`config.mk`:
```
export PLATFORM = sky130hd
export DESIGN_NAME = aipc_chain
export DESIGN_NICKNAME = d
export VERILOG_FILES = /design/src/aipc_pkg.sv /design/src/aipc_chain.sv
export SDC_FILE = /design/constraint.sdc
export NUM_CORES = 2
export LEC_CHECK = 0
export BUFFER_PORTS_ARGS = -buffer_cell sky130_fd_sc_hd__buf_4
export CAP_MARGIN = 20
export CORE_UTILIZATION = 44
export DETAILED_ROUTE_END_ITERATION = 8
export PLACE_DENSITY = 0.58
export SYNTH_ARGS = -nofsm -noshare
export SYNTH_HDL_FRONTEND = slang
export SYNTH_SLANG_ARGS = --single-unit
```
`constraint.sdc`:
```
create_clock -name core_clk -period 11.9 [get_ports core_clk]
set_input_delay 2.38 -clock core_clk [delete_from_list [all_inputs] [get_ports core_clk]]
set_output_delay 2.38 -clock core_clk [all_outputs]
set_load 0.01 [all_outputs]
```
`src/aipc_pkg.sv`:
```
// package for the audio input processing chain: register map, fields, types
package aipc_pkg;
  // register word indices (offsets not multiples of four: byte address is index times four)
  localparam logic [11:0] IDX_IN_CFG = 12'h0b11;
  localparam logic [11:0] IDX_DEC = 12'h0b12;
  localparam logic [11:0] IDX_FILT = 12'h0b40;
  localparam logic [11:0] IDX_MIN_L = 12'h0b41;
  localparam logic [11:0] IDX_MIN_R = 12'h0b42;
  localparam logic [11:0] IDX_MAX = 12'h0b43;
  localparam logic [11:0] IDX_THH = 12'h0b44;
  localparam logic [11:0] IDX_THL = 12'h0b46;
  localparam logic [11:0] IDX_THN = 12'h0b48;
  localparam logic [11:0] IDX_DG_L = 12'h0b4d;
  localparam logic [11:0] IDX_DG_R = 12'h0b4e;
  localparam logic [11:0] IDX_MODE = 12'h0b54;
  localparam logic [11:0] IDX_AG_L = 12'h0b5e;
  localparam logic [11:0] IDX_AG_R = 12'h0b5f;
  localparam logic [11:0] IDX_SPEED = 12'h0b60;
  localparam logic [11:0] IDX_TGT_L = 12'h0b61;
  localparam logic [11:0] IDX_RAMP_L = 12'h0b62;
  localparam logic [11:0] IDX_MAN = 12'h0b63;
  localparam logic [11:0] IDX_TGT_R = 12'h0b65;
  localparam logic [11:0] IDX_RAMP_R = 12'h0b66;
  // field positions
  localparam int DEC_BYP_BIT = 5;
  localparam int HPF_BYP_BIT = 4;
  localparam int LPF_BYP_BIT = 6;
  localparam int DS_EN_BIT = 7;
  localparam int AUTO_EN_BIT = 7;
  localparam int MAN1_SEL_BIT = 7;
  localparam int PRE_GAIN_BIT = 6;
  localparam int REACHED_BIT = 7;
  // source select value for the analog microphone path (field [3:2])
  localparam logic [1:0] SRC_ANALOG_MIC = 2'h2;
  // reset values
  localparam logic [7:0] RST_IN_CFG = 8'h21;
  localparam logic [7:0] RST_DEC = 8'h5b;
  localparam logic [7:0] RST_ZERO = 8'h00;
  localparam logic [6:0] RST_MAX_GAIN = 7'h7f;
  localparam logic [6:0] UNITY_GAIN = 7'h20;
  // post-amplifier code ceiling, and the gain figures of the stages (dB and half dB)
  localparam logic [5:0] POST_MAX = 6'h30;
  localparam int PRE_LO_DB = 18;
  localparam int PRE_HI_DB = 38;
  localparam int POST_MIN_HALF_DB = -20;
  localparam logic [7:0] PRE_LO_HDB = 8'(PRE_LO_DB * 2);
  localparam logic [7:0] PRE_HI_HDB = 8'(PRE_HI_DB * 2);
  // sample word and the accumulator of the decimator
  localparam int SW = 16;
  localparam int ACCW = 24;

  typedef struct packed {
    logic [7:0] in_cfg;
    logic [7:0] dec;
    logic [7:0] filt;
    logic [7:0] min_l;
    logic [7:0] min_r;
    logic [7:0] max;
    logic [7:0] thh;
    logic [7:0] thl;
    logic [7:0] thn;
    logic [7:0] mode;
    logic [7:0] speed;
    logic [7:0] tgt_l;
    logic [7:0] tgt_r;
    logic [7:0] man;
  } aipc_regs_t;

  // one stereo sample with its strobe
  typedef struct packed {
    logic vld;
    logic signed [SW-1:0] l;
    logic signed [SW-1:0] r;
  } aipc_smp_t;

  typedef enum logic [1:0] {ST_IDLE, ST_ACCESS} aipc_bus_st_t;
endpackage

```
`src/aipc_chain.sv`:
```
// audio input processing chain: decimator, lpf, down-sampler, hpf, level control
//
// The implementer's own choice: register access over APB.
`timescale 1ns/1ps
`default_nettype none
module aipc_chain (
  input wire logic core_clk,
  input wire logic rst,
  // apb slave
  input wire logic psel,
  input wire logic penable,
  input wire logic pwrite,
  input wire logic [13:0] paddr,
  input wire logic [31:0] pwdata,
  output logic [31:0] prdata,
  output logic pready,
  output logic pslverr,
  // samples from the source front end
  input wire aipc_pkg::aipc_smp_t smp_in,
  // samples to the fifo writers
  output aipc_pkg::aipc_smp_t smp_out,
  // analog amplifier gain in half dB, per channel
  output logic [7:0] amp_gain_l,
  output logic [7:0] amp_gain_r
);
  // all state in one struct
  typedef struct packed {
    aipc_pkg::aipc_regs_t regs;
    aipc_pkg::aipc_bus_st_t bst;
    logic [31:0] rdata;
    logic rdy;
    logic err;
    logic [8:0] dec_cnt;
    logic signed [aipc_pkg::ACCW-1:0] acc_l;
    logic signed [aipc_pkg::ACCW-1:0] acc_r;
    aipc_pkg::aipc_smp_t s1;
    aipc_pkg::aipc_smp_t s2;
    logic signed [aipc_pkg::SW-1:0] lpf_pl;
    logic signed [aipc_pkg::SW-1:0] lpf_pr;
    logic ds_ph;
    aipc_pkg::aipc_smp_t s3;
    aipc_pkg::aipc_smp_t s4;
    logic signed [aipc_pkg::ACCW-1:0] dc_l;
    logic signed [aipc_pkg::ACCW-1:0] dc_r;
    aipc_pkg::aipc_smp_t so;
    logic [6:0] ag_l;
    logic [6:0] ag_r;
    logic [6:0] dg_l;
    logic [6:0] dg_r;
    logic [7:0] lvl_l;
    logic [7:0] lvl_r;
    logic [7:0] spd_cnt;
    logic [7:0] amp_l;
    logic [7:0] amp_r;
  } st_t;

  st_t q, d;

  // decimation ratio from the four-bit code
  function automatic logic [8:0] dec_ratio(input logic [3:0] c);
    logic [8:0] r;
    r = 9'h100;
    if (c < 4'h8) begin
      r = {5'h00, c} + 9'h001;
    end else if (c < 4'hc) begin
      r = 9'h010 << c[1:0];
    end
    return r;
  endfunction

  // saturate a wide value to a sample word
  function automatic logic signed [15:0] sat(input logic signed [31:0] v);
    logic signed [15:0] o;
    o = v[15:0];
    if (v > 32'sh0000_7fff) begin
      o = 16'sh7fff;
    end else if (v < -32'sh0000_8000) begin
      o = -16'sh8000;
    end
    return o;
  endfunction

  // magnitude level in half dB (about 6 dB per bit of magnitude)
  function automatic logic [7:0] level_hdb(input logic signed [15:0] v);
    logic [15:0] m;
    logic [7:0] o;
    m = v[15] ? 16'(-v) : v;
    o = 8'h00;
    for (int i = 0; i < 16; i++) begin
      if (m[i]) begin
        o = 8'(i * 12);
      end
    end
    return o;
  endfunction

  // digital gain: gain/32 scaling, 0x20 is unity
  function automatic logic signed [15:0] scale(input logic signed [15:0] v, input logic [6:0] g);
    logic signed [31:0] p;
    p = 32'(v) * $signed({25'h000_0000, g});
    return sat(p >>> 5);
  endfunction

  // one step of automatic regulation toward the targets
  function automatic logic [6:0] regulate(input logic [6:0] g, input logic [7:0] lvl,
                                          input logic [7:0] mn, input aipc_pkg::aipc_regs_t r);
    logic [6:0] n;
    n = g;
    // thresholds: [6:1] integer dB and [0] half dB give half-dB units directly
    if (lvl > {1'b0, r.thh[6:0]}) begin
      n = g - 7'h01;
    end else if (lvl < {1'b0, r.thl[6:0]} && lvl > {1'b0, r.thn[6:0]}) begin
      n = g + 7'h01;
    end
    if (n > r.max[6:0]) begin
      n = r.max[6:0];
    end
    if (n < mn[6:0]) begin
      n = mn[6:0];
    end
    return n;
  endfunction

  // combinational next state
  always_comb begin
    logic [11:0] idx;
    logic [8:0] ratio;
    logic signed [aipc_pkg::ACCW-1:0] a_l;
    logic signed [aipc_pkg::ACCW-1:0] a_r;
    logic analog_mode;
    logic man1;
    logic analog_mic_input;
    logic signed [15:0] hl;
    logic signed [15:0] hr;
    logic [7:0] post_hdb;
    d = q;
    idx = paddr[13:2];
    ratio = dec_ratio(q.regs.dec[3:0]);
    analog_mode = q.regs.mode[0];
    man1 = q.regs.man[aipc_pkg::MAN1_SEL_BIT];
    analog_mic_input = (q.regs.in_cfg[3:2] == aipc_pkg::SRC_ANALOG_MIC);
    a_l = '0;
    a_r = '0;
    hl = '0;
    hr = '0;
    post_hdb = '0;

    // apb: one wait state, answer in the second access cycle
    d.rdy = 1'b0;
    d.err = 1'b0;
    case (q.bst)
      aipc_pkg::ST_IDLE: begin
        if (psel && !penable) begin
          d.bst = aipc_pkg::ST_ACCESS;
        end
      end
      aipc_pkg::ST_ACCESS: begin
        if (psel && penable && !q.rdy) begin
          d.rdy = 1'b1;
          d.rdata = '0;
          case (idx)
            aipc_pkg::IDX_IN_CFG: d.rdata[7:0] = q.regs.in_cfg;
            aipc_pkg::IDX_DEC: d.rdata[7:0] = q.regs.dec;
            aipc_pkg::IDX_FILT: d.rdata[7:0] = q.regs.filt;
            aipc_pkg::IDX_MIN_L: d.rdata[7:0] = q.regs.min_l;
            aipc_pkg::IDX_MIN_R: d.rdata[7:0] = q.regs.min_r;
            aipc_pkg::IDX_MAX: d.rdata[7:0] = q.regs.max;
            aipc_pkg::IDX_THH: d.rdata[7:0] = q.regs.thh;
            aipc_pkg::IDX_THL: d.rdata[7:0] = q.regs.thl;
            aipc_pkg::IDX_THN: d.rdata[7:0] = q.regs.thn;
            aipc_pkg::IDX_MODE: d.rdata[7:0] = q.regs.mode;
            aipc_pkg::IDX_SPEED: d.rdata[7:0] = q.regs.speed;
            aipc_pkg::IDX_MAN: d.rdata[7:0] = q.regs.man;
            aipc_pkg::IDX_TGT_L: d.rdata[7:0] = q.regs.tgt_l;
            aipc_pkg::IDX_TGT_R: d.rdata[7:0] = q.regs.tgt_r;
            // manual modes show the level at the controller input instead
            aipc_pkg::IDX_DG_L: d.rdata[7:0] = q.regs.min_l[7] ? {1'b0, q.dg_l} : q.lvl_l;
            aipc_pkg::IDX_DG_R: d.rdata[7:0] = q.regs.min_r[7] ? {1'b0, q.dg_r} : q.lvl_r;
            aipc_pkg::IDX_AG_L: d.rdata[7:0] = {1'b0, q.ag_l};
            aipc_pkg::IDX_AG_R: d.rdata[7:0] = {1'b0, q.ag_r};
            aipc_pkg::IDX_RAMP_L: d.rdata[7:0] = {1'b0, q.ag_l};
            aipc_pkg::IDX_RAMP_R: d.rdata[7:0] = {1'b0, q.ag_r};
            default: d.err = 1'b1; // unmapped answers with an error
          endcase
          if (pwrite) begin
            d.rdata = '0;
            d.err = 1'b0;
            case (idx)
              aipc_pkg::IDX_IN_CFG: d.regs.in_cfg = pwdata[7:0];
              aipc_pkg::IDX_DEC: d.regs.dec = pwdata[7:0];
              aipc_pkg::IDX_FILT: d.regs.filt = pwdata[7:0];
              aipc_pkg::IDX_MIN_L: d.regs.min_l = pwdata[7:0];
              aipc_pkg::IDX_MIN_R: d.regs.min_r = pwdata[7:0];
              aipc_pkg::IDX_MAX: d.regs.max = pwdata[7:0];
              aipc_pkg::IDX_THH: d.regs.thh = pwdata[7:0];
              aipc_pkg::IDX_THL: d.regs.thl = pwdata[7:0];
              aipc_pkg::IDX_THN: d.regs.thn = pwdata[7:0];
              aipc_pkg::IDX_MODE: d.regs.mode = pwdata[7:0];
              aipc_pkg::IDX_SPEED: d.regs.speed = pwdata[7:0];
              aipc_pkg::IDX_MAN: d.regs.man = pwdata[7:0];
              // a new target clears the reached flag
              aipc_pkg::IDX_TGT_L: d.regs.tgt_l = {1'b0, pwdata[6:0]};
              aipc_pkg::IDX_TGT_R: d.regs.tgt_r = {1'b0, pwdata[6:0]};
              aipc_pkg::IDX_DG_L, aipc_pkg::IDX_DG_R, aipc_pkg::IDX_AG_L, aipc_pkg::IDX_AG_R,
              aipc_pkg::IDX_RAMP_L, aipc_pkg::IDX_RAMP_R: d.err = 1'b0; // read-only, write ignored
              default: d.err = 1'b1;
            endcase
          end
        end else if (q.rdy) begin
          d.bst = aipc_pkg::ST_IDLE;
        end
      end
      default: d.bst = aipc_pkg::ST_IDLE;
    endcase

    // stage 1: decimator as a boxcar integrator dumped every ratio samples
    d.s1.vld = 1'b0;
    if (smp_in.vld) begin
      if (q.regs.in_cfg[aipc_pkg::DEC_BYP_BIT]) begin
        d.s1 = smp_in;
      end else begin
        a_l = q.acc_l + aipc_pkg::ACCW'(smp_in.l);
        a_r = q.acc_r + aipc_pkg::ACCW'(smp_in.r);
        if (q.dec_cnt + 9'h001 >= ratio) begin
          d.dec_cnt = '0;
          d.acc_l = '0;
          d.acc_r = '0;
          d.s1.vld = 1'b1;
          d.s1.l = sat(32'(a_l >>> q.regs.dec[7:4]));
          d.s1.r = sat(32'(a_r >>> q.regs.dec[7:4]));
        end else begin
          d.dec_cnt = q.dec_cnt + 9'h001;
          d.acc_l = a_l;
          d.acc_r = a_r;
        end
      end
    end

    // stage 2: two-tap averaging lpf
    d.s2.vld = q.s1.vld;
    if (q.s1.vld) begin
      d.lpf_pl = q.s1.l;
      d.lpf_pr = q.s1.r;
      if (q.regs.filt[aipc_pkg::LPF_BYP_BIT]) begin
        d.s2 = q.s1;
      end else begin
        d.s2.l = 16'((17'(q.s1.l) + 17'(q.lpf_pl)) >>> 1);
        d.s2.r = 16'((17'(q.s1.r) + 17'(q.lpf_pr)) >>> 1);
      end
    end

    // stage 3: keep one of every two samples when enabled
    d.s3.vld = 1'b0;
    if (q.s2.vld) begin
      d.s3.l = q.s2.l;
      d.s3.r = q.s2.r;
      if (q.regs.filt[aipc_pkg::DS_EN_BIT]) begin
        d.ds_ph = !q.ds_ph;
        d.s3.vld = !q.ds_ph;
      end else begin
        d.s3.vld = 1'b1;
      end
    end

    // stage 4: dc tracking hpf, pole set by the parameter field
    d.s4.vld = q.s3.vld;
    if (q.s3.vld) begin
      hl = sat(32'(q.s3.l) - 32'(q.dc_l >>> 8));
      hr = sat(32'(q.s3.r) - 32'(q.dc_r >>> 8));
      if (q.regs.filt[aipc_pkg::HPF_BYP_BIT]) begin
        d.s4.l = q.s3.l;
        d.s4.r = q.s3.r;
      end else begin
        d.s4.l = hl;
        d.s4.r = hr;
        d.dc_l = q.dc_l + aipc_pkg::ACCW'(($signed(acc_widen(hl)) <<< 8) >>> q.regs.filt[3:0]);
        d.dc_r = q.dc_r + aipc_pkg::ACCW'(($signed(acc_widen(hr)) <<< 8) >>> q.regs.filt[3:0]);
      end
    end

    // stage 5: level control
    d.so.vld = q.s4.vld;
    if (q.s4.vld) begin
      d.lvl_l = level_hdb(q.s4.l);
      d.lvl_r = level_hdb(q.s4.r);
      d.so.l = q.s4.l;
      d.so.r = q.s4.r;
      if (!analog_mode) begin
        // digital mode applies to any source
        d.so.l = scale(q.s4.l, q.regs.min_l[7] ? q.dg_l : {1'b0, q.regs.min_l[5:0]});
        d.so.r = scale(q.s4.r, q.regs.min_r[7] ? q.dg_r : {1'b0, q.regs.min_r[5:0]});
        if (q.regs.min_l[aipc_pkg::AUTO_EN_BIT]) begin
          d.dg_l = regulate(q.dg_l, level_hdb(scale(q.s4.l, q.dg_l)), q.regs.min_l, q.regs);
        end
        if (q.regs.min_r[aipc_pkg::AUTO_EN_BIT]) begin
          d.dg_r = regulate(q.dg_r, level_hdb(scale(q.s4.r, q.dg_r)), q.regs.min_r, q.regs);
        end
      end else if (analog_mic_input) begin
        // analog auto: gained level is input level plus amplifier gain
        if (q.regs.min_l[aipc_pkg::AUTO_EN_BIT]) begin
          d.ag_l = regulate(q.ag_l, 8'(level_hdb(q.s4.l) + {1'b0, q.ag_l}), q.regs.min_l, q.regs);
        end
        if (q.regs.min_r[aipc_pkg::AUTO_EN_BIT]) begin
          d.ag_r = regulate(q.ag_r, 8'(level_hdb(q.s4.r) + {1'b0, q.ag_r}), q.regs.min_r, q.regs);
        end
      end
    end

    // manual mode 2: ramp amplifier gain one step per speed period
    if (!man1 && !analog_mode) begin
      d.spd_cnt = q.spd_cnt + 8'h01;
      if (q.spd_cnt >= q.regs.speed) begin
        d.spd_cnt = '0;
        if (q.ag_l < q.regs.tgt_l[6:0]) d.ag_l = q.ag_l + 7'h01;
        else if (q.ag_l > q.regs.tgt_l[6:0]) d.ag_l = q.ag_l - 7'h01;
        if (q.ag_r < q.regs.tgt_r[6:0]) d.ag_r = q.ag_r + 7'h01;
        else if (q.ag_r > q.regs.tgt_r[6:0]) d.ag_r = q.ag_r - 7'h01;
      end
      // reached flag is set by hardware and wins over a same-cycle target write
      if (q.ag_l == q.regs.tgt_l[6:0]) d.regs.tgt_l[aipc_pkg::REACHED_BIT] = 1'b1;
      if (q.ag_r == q.regs.tgt_r[6:0]) d.regs.tgt_r[aipc_pkg::REACHED_BIT] = 1'b1;
    end

    // amplifier drive in half dB: manual mode 1 uses fixed stages
    if (man1) begin
      post_hdb = (q.regs.man[5:0] > aipc_pkg::POST_MAX) ? {2'b00, aipc_pkg::POST_MAX} : {2'b00, q.regs.man[5:0]};
      post_hdb = 8'(post_hdb + 8'(aipc_pkg::POST_MIN_HALF_DB));
      d.amp_l = 8'((q.regs.man[aipc_pkg::PRE_GAIN_BIT] ? aipc_pkg::PRE_HI_HDB : aipc_pkg::PRE_LO_HDB)
                   + post_hdb);
      d.amp_r = d.amp_l;
    end else begin
      d.amp_l = {1'b0, q.ag_l};
      d.amp_r = {1'b0, q.ag_r};
    end
  end

  // widen a sample to the accumulator width
  function automatic logic signed [aipc_pkg::ACCW-1:0] acc_widen(input logic signed [15:0] v);
    return aipc_pkg::ACCW'(v);
  endfunction

  // state register
  always_ff @(posedge core_clk) begin
    if (rst) begin
      q <= '0;
      q.regs.in_cfg <= aipc_pkg::RST_IN_CFG;
      q.regs.dec <= aipc_pkg::RST_DEC;
      q.regs.max <= {1'b0, aipc_pkg::RST_MAX_GAIN};
      q.dg_l <= aipc_pkg::UNITY_GAIN;
      q.dg_r <= aipc_pkg::UNITY_GAIN;
      q.bst <= aipc_pkg::ST_IDLE;
    end else begin
      q <= d;
    end
  end

  // outputs straight from state
  assign prdata = q.rdata;
  assign pready = q.rdy;
  assign pslverr = q.err;
  assign smp_out = q.so;
  assign amp_gain_l = q.amp_l;
  assign amp_gain_r = q.amp_r;
endmodule
`default_nettype wire

```
# --- Word level (Yosys, flattened, before mapping) ---
# Cells that the tools add are included.
classes:
  n_addsub: 27
  mul: 4
  magnitude_cmp: 45
  eq_ne: 27
  shift: 5
  muxes: 196
  bitwise: 8
  reduce_logical: 45
ops:
  columns: ["op", "n"]
  rows:
  - ["$mux 8", 77]
  - ["$mux 16", 28]
  - ["$mux 7", 55]
  - ["$eq 12x12->1 const B", 20]
  - ["$pmux 8 s18", 1]
  - ["$mul 16x8->24", 4]
  - ["$mux 32", 3]
  - ["$gt 19x16->1 const B", 4]
  - ["$lt 19x16->1 const B", 4]
  - ["$mux 24", 3]
  - ["$mux 14", 5]
  - ["$mux 33", 2]
  - ["$mux 65", 1]
  - ["$gt 32x16->1 const B", 2]
  - ["$gt 8x7->1", 8]
  - ["$lt 32x16->1 const B", 2]
  - ["$neg 16->16", 4]
  - ["$sshr 24x4->32", 2]
  - ["$mux 57", 1]
  - ["$reduce_and 4->1", 14]
  - ["$add 24x16->24", 2]
  - ["$add 24x24->24", 2]
  - ["$sshr 24x4->24", 2]
  - ["$mux 44", 1]
  - ["41 further kinds", 110]
word_totals:
  ff_bits: 494
  wordCells: 410

# --- Depth between registers and ports, before layout ---
depth:
  word_depth: 48
  depth_mapped: 68
  ltp_nobuf: 60

# --- Least setup slack after synthesis ---
# No wires, ideal clock.
synth_path:
  path_type: "reg2reg"
  start: "register q[164] in the netlist's numbering"
  end: "register q[43] in the netlist's numbering"
  setup_ns: 0.115
  t_arrival_ns: 12.899
  path_slack_ns: -1.114
  path_stages_with_launch: 66
  period_less_slack_ns: 13.014
  cell_sequence: "dfxtp_1 > clkbuf_1 > clkbuf_1 > clkbuf_1 > clkbuf_1 > nand2_1 > inv_1 > fa_1 > inv_1 > fa_1 > fa_1 > fa_1 > inv_1 > ha_1 > clkbuf_1 > o21a_1 > o21ai_1 > nand2b_1 > (+30 left out) > xor2_1 > ha_1 > a21oi_1 > nor2b_1 > o21ai_0 > o21ai_0 > nor2_1 > o21bai_1 > mux2_2 > ha_1 > a21o_1 > a211o_1 > nor3_1 > o31ai_2 > o211ai_4 > mux2i_1 > o21ai_1 > and2_1"
synth_between:
  elab_chain_cells: 41
  word_cells_on_any_way: 44
  classes_between: "add/sub: 1; mul: 1; order compare: 7; mux: 34; reduce/logical: 1"
synth_lines:
  columns: ["element", "line_no", "source"]
  rows:
  - ["start: declaration", "aipc_chain.sv:57", "st_t q, d;"]
  - ["$mul 16x8->24 *", "aipc_chain.sv:100", "p = 32'(v) * $signed({25'h000_0000, g});"]
  - ["$lt 19x16->1", "aipc_chain.sv:77", "end else if (v < -32'sh0000_8000) begin"]
  - ["$mux 16", "aipc_chain.sv:77", null]
  - ["$mux 16 *", "aipc_chain.sv:75", "if (v > 32'sh0000_7fff) begin"]
  - ["$mux 16 *", "aipc_chain.sv:295", "if (q.regs.min_r[aipc_pkg::AUTO_EN_BIT]) begin"]
  - ["$mux 16 *", "aipc_chain.sv:288", "if (!analog_mode) begin"]
  - ["$mux 16 *", "aipc_chain.sv:283", "if (q.s4.vld) begin"]
  - ["$neg 16->16", "aipc_chain.sv:87", "m = v[15] ? 16'(-v) : v;"]
  - ["(+25 left out)", null, null]
  - ["$mux 7 *", "aipc_chain.sv:283", null]
  - ["$gt 7x7->1", "aipc_chain.sv:115", "if (n > r.max[6:0]) begin"]
  - ["$mux 7 *", "aipc_chain.sv:115", null]
  - ["$mux 7 *", "aipc_chain.sv:295", null]
  - ["$mux 7 *", "aipc_chain.sv:288", null]
  - ["$mux 7 *", "aipc_chain.sv:283", null]
  - ["$lt 7x7->1", "aipc_chain.sv:118", "if (n < mn[6:0]) begin"]
  - ["$mux 7 *", "aipc_chain.sv:118", null]
# Every way passes the cells marked *; elsewhere a longest branch is shown, timed or not. The select of a mux whose other input is x is not followed.
# A chain may end at the register's enable or synchronous reset.

# --- Final worst setup path ---
layout_path:
  start: "register q[154] in the netlist's numbering"
  end: "register q[42] in the netlist's numbering"
# The elaborated chain is that of the path after synthesis.

==> impl_metrics.tcl <==
set metrics [dict create \
    vias 52970 \
    crit_fanout 7 \
    crit_path_start_kind "register" \
    maxCapViolCount 0 \
    cts_tree "done" \
    maxSlewViolCount 0 \
    drtAntennaViolNets 0 \
    p_leak_nw 28.75 \
    critPathSlowestCell "fa_1" \
    insertion_delay_ns 0.69 \
    ys_async_sr_fraction 0 \
    start_util 0.4454 \
    grtUsageTotal 0.2704 \
    fill_cells 12590 \
    worst-r2r-cell-count 61 \
    core_um2 128200 \
    status "complete, no violations" \
    power.total_mw 10.30 \
    synth_area_per_cell_um2 7.732 \
    n_antenna_cell 0 \
    totalWireLength_mm 182.8 \
    layout_commonest_cell "nand2_1" \
    cp_common_cell "o21ai_1" \
    hpwl_mm 139.5 \
    yosysSeqAreaShare 0.1715 \
    r2r_slack_ns 0.16 \
    via_per_inst 5.664 \
    max-slew-margin-rel 0.2113 \
    tightest_slew_ns 1.173 \
    antenna_found_initial 1 \
    cts_max_level 2 \
    gr-total-overflow 0 \
    ctsHoldBuffers 0 \
    synth_xor_area_frac 0.04110 \
    synth.area.mux_share 0.05914 \
    syn2layout_area_growth_pct 14.29 \
    rr_endpoint "q[42]$_SDFFE_PP0P_" \
    cts.sinks 489 \
    drc_errors 0 \
    yosysTopAreaCell "dfxtp_1" \
    num_io_pins 167 \
    finClkSkew_ns 0.05759 \
    ys_types 115 \
    crit-reg2reg-launch "q[154]$_SDFFE_PP0P_" \
    nNetsFinal 8534 \
    ys_warn_count 0 \
    detail_route.iter0.violations 3893 \
    synth_edf_count 0 \
    slowest_delay_ns 0.54 \
    rsz0062_at_grt "true" \
    die-area_um2 131200 \
    ys_ff_latch 489 \
    clock_path_buffers 3 \
    vdd_drop_max_mv 0.1271 \
    hold_viol_final 0 \
    synth_top_family_by_area "adder cells" \
    cp-end-kind "register" \
    ys.flop_type "dfxtp_1" \
    layout-drive-gt1-share 0.1357 \
    design_area_um2 65240 \
    critPathLaunch "q[154]$_SDFFE_PP0P_" \
    clk_pin_slew_ns 0.06 \
    synth_top_area_frac 0.1715 \
    die_h_um 362.2 \
    critPathCapture "q[42]$_SDFFE_PP0P_" \
    grt_max_degree 188 \
    cts_root_buf "clkbuf_16" \
    numCtsBuffers 60 \
    synthAdderAreaFrac 0.2379 \
    rows 131 \
    synthTopCellsByArea "dfxtp_1 (17%), fa_1 (12%), ha_1 (11%), inv_1 (4.9%), nand2_1 (4.8%)" \
    synthCells 7383 \
    netlist_area_um2 57080 \
    post_dp_cell_area_um2 61580 \
    most-common-layout-cells "nand2_1 (724), inv_1 (721), nor2_1 (650)" \
    dieWidth_um 362.2 \
    fmax_mhz 85.18 \
    yosys.area_share.simple 0.2025 \
    grt_pass1_wl_mm 284.5 \
    cp.required_ns 12.46 \
    period_needed_ns 11.74 \
    place_congestion 0.9451 \
    drtPass1Iterations 8 \
    numPortBuffers 116 \
    final.period_utilization 0.9866 \
    p_per_area_nw_per_um2 157.9 \
    setup_tns_ns 0 \
    routedWlPerCell_um 19.55 \
    hp-class "reg2reg" \
    grt_pass1_vias 50860 \
    synth_compound_area_frac 0.2007 \
    cp.arrival_ns 12.30 \
    critical_path_class "reg2reg" \
    setup_violations 0 \
]
==> worst min-delay path by stage <==
stage	from	end	slack [ns]	cells after the start
2_1_floorplan	smp_out[0]$_SDFFE_PP0P_	smp_out[0]$_SDFFE_PP0P_	0.43	2
3_3_place_gp	prdata[5]$_SDFFE_PP0P_	prdata[5]$_SDFFE_PP0P_	0.44	2
3_5_place_dp	q[342]$_SDFFE_PP0P_	q[342]$_SDFFE_PP0P_	0.45	2
4_1_cts	q[342]$_SDFFE_PP0P_	q[342]$_SDFFE_PP0P_	0.46	2
5_1_grt	q[107]$_SDFFE_PP0P_	q[107]$_SDFFE_PP0P_	0.48	2
6_report	q[320]$_SDFFE_PP0P_	q[320]$_SDFFE_PP0P_	0.45	2
==> metrics by stage <==
stage                     hold WS, ns  instances  utilization  worst slack, ns
after floorplan                0.4263       7406            -        0.0003384
after global placement         0.4410       9194       0.4803          -0.4228
after detailed placement       0.4473       9197       0.4804          -0.5697
after CTS                      0.4559       9319       0.4986        0.0007709
after global routing           0.4762       9351       0.5090          -0.4739
final                          0.4538       9351       0.5090           0.1600
==> Yosys cell counts, types with 15 or more instances <==
library cell / count
a211o_1: 16
a211oi_1: 60
a21boi_0: 34
a21o_1: 93
a21oi_1: 501
a221oi_1: 55
a22o_1: 23
a22oi_1: 49
a311oi_1: 22
a31oi_1: 52
and2_1: 232
and3_1: 73
buf_1: 24
buf_4: 81
clkbuf_1: 373
dfxtp_1: 489
fa_1: 351
ha_1: 524
inv_1: 738
mux2_2: 47
mux2i_1: 254
nand2_1: 731
nand2b_1: 93
nand3_1: 151
nand3b_1: 15
nand4_1: 38
nor2_1: 660
nor2b_1: 151
nor3_1: 148
nor4_1: 29
o2111ai_1: 16
o211ai_1: 81
o21a_1: 72
o21ai_0: 391
o21ai_1: 35
o21bai_1: 35
o22ai_1: 26
o31ai_1: 22
or2_2: 17
or3_1: 42
xnor2_1: 169
xor2_1: 97
==> flip-flops by register name, indices dropped and copies added, names as in the netlist <==
signal,count
q,429
smp_out,33
amp_gain_r,8
prdata,8
amp_gain_l,7
d,2
pready,1
pslverr,1
==> critical path, delay by kind of cell (launching register included) <==
family                   cells  cell delay, ns
buffers and inverters        8            0.75
multiplexers                 2            0.49
adder cells (fa/ha/maj)      9            3.19
XOR/XNOR                     2            0.57
flip-flops                   1            0.42
AO/OA/AOI/OAI               27            4.70
AND/OR/NAND/NOR             13            1.48
==> per-layer routing <==
layer	routed length, um	global-route usage	share of wire	vias up
met5	12	0	0.000066	-
met4	6826	0.09018	0.037	2
met3	10530	0.03612	0.058	320
met2	85020	0.4536	0.46	1489
met1	80460	0.3565	0.44	25510
li1	-	-	-	25650
==> repair_timing <==
item	4_1_cts	5_1_grt
pin swaps	31	151
endpoints found under the hold margin	0	0
setup buffers	14	34
setup endpoints to repair	14	14
resized for setup	35	240
==> cell type report <==
type	count	area [um2]	area share
clock buffer	78	1670	0.02560
clock inverter	31	445.4	0.006828
inverter	745	2801	0.04294
multi-input combinational	5682	43620	0.6687
sequential	489	9852	0.1510
tap	1729	2163	0.03316
timing repair buffer	597	4684	0.07180
==> report_power, final <==
| group | total (mW) | internal, mW | switching (mW) | leakage [nW] |
|---|---|---|---|---|
| clock network | 1.99 | 1.17 | 0.818 | 1.03 |
| registers | 1.82 | 1.71 | 0.111 | 3.98 |
| logic | 6.50 | 2.86 | 3.64 | 23.7 |
| total | 10.3 | 5.73 | 4.57 | 28.8 |
==> cell families after synthesis <==
family | Yosys count
compound gates | 1763
flops | 489
fa+ha+maj | 875
other cells | 1
mux | 315
simple gates | 2438
xor+xnor | 267
buf+inv | 1235
Power figures use the tool's default switching activity.
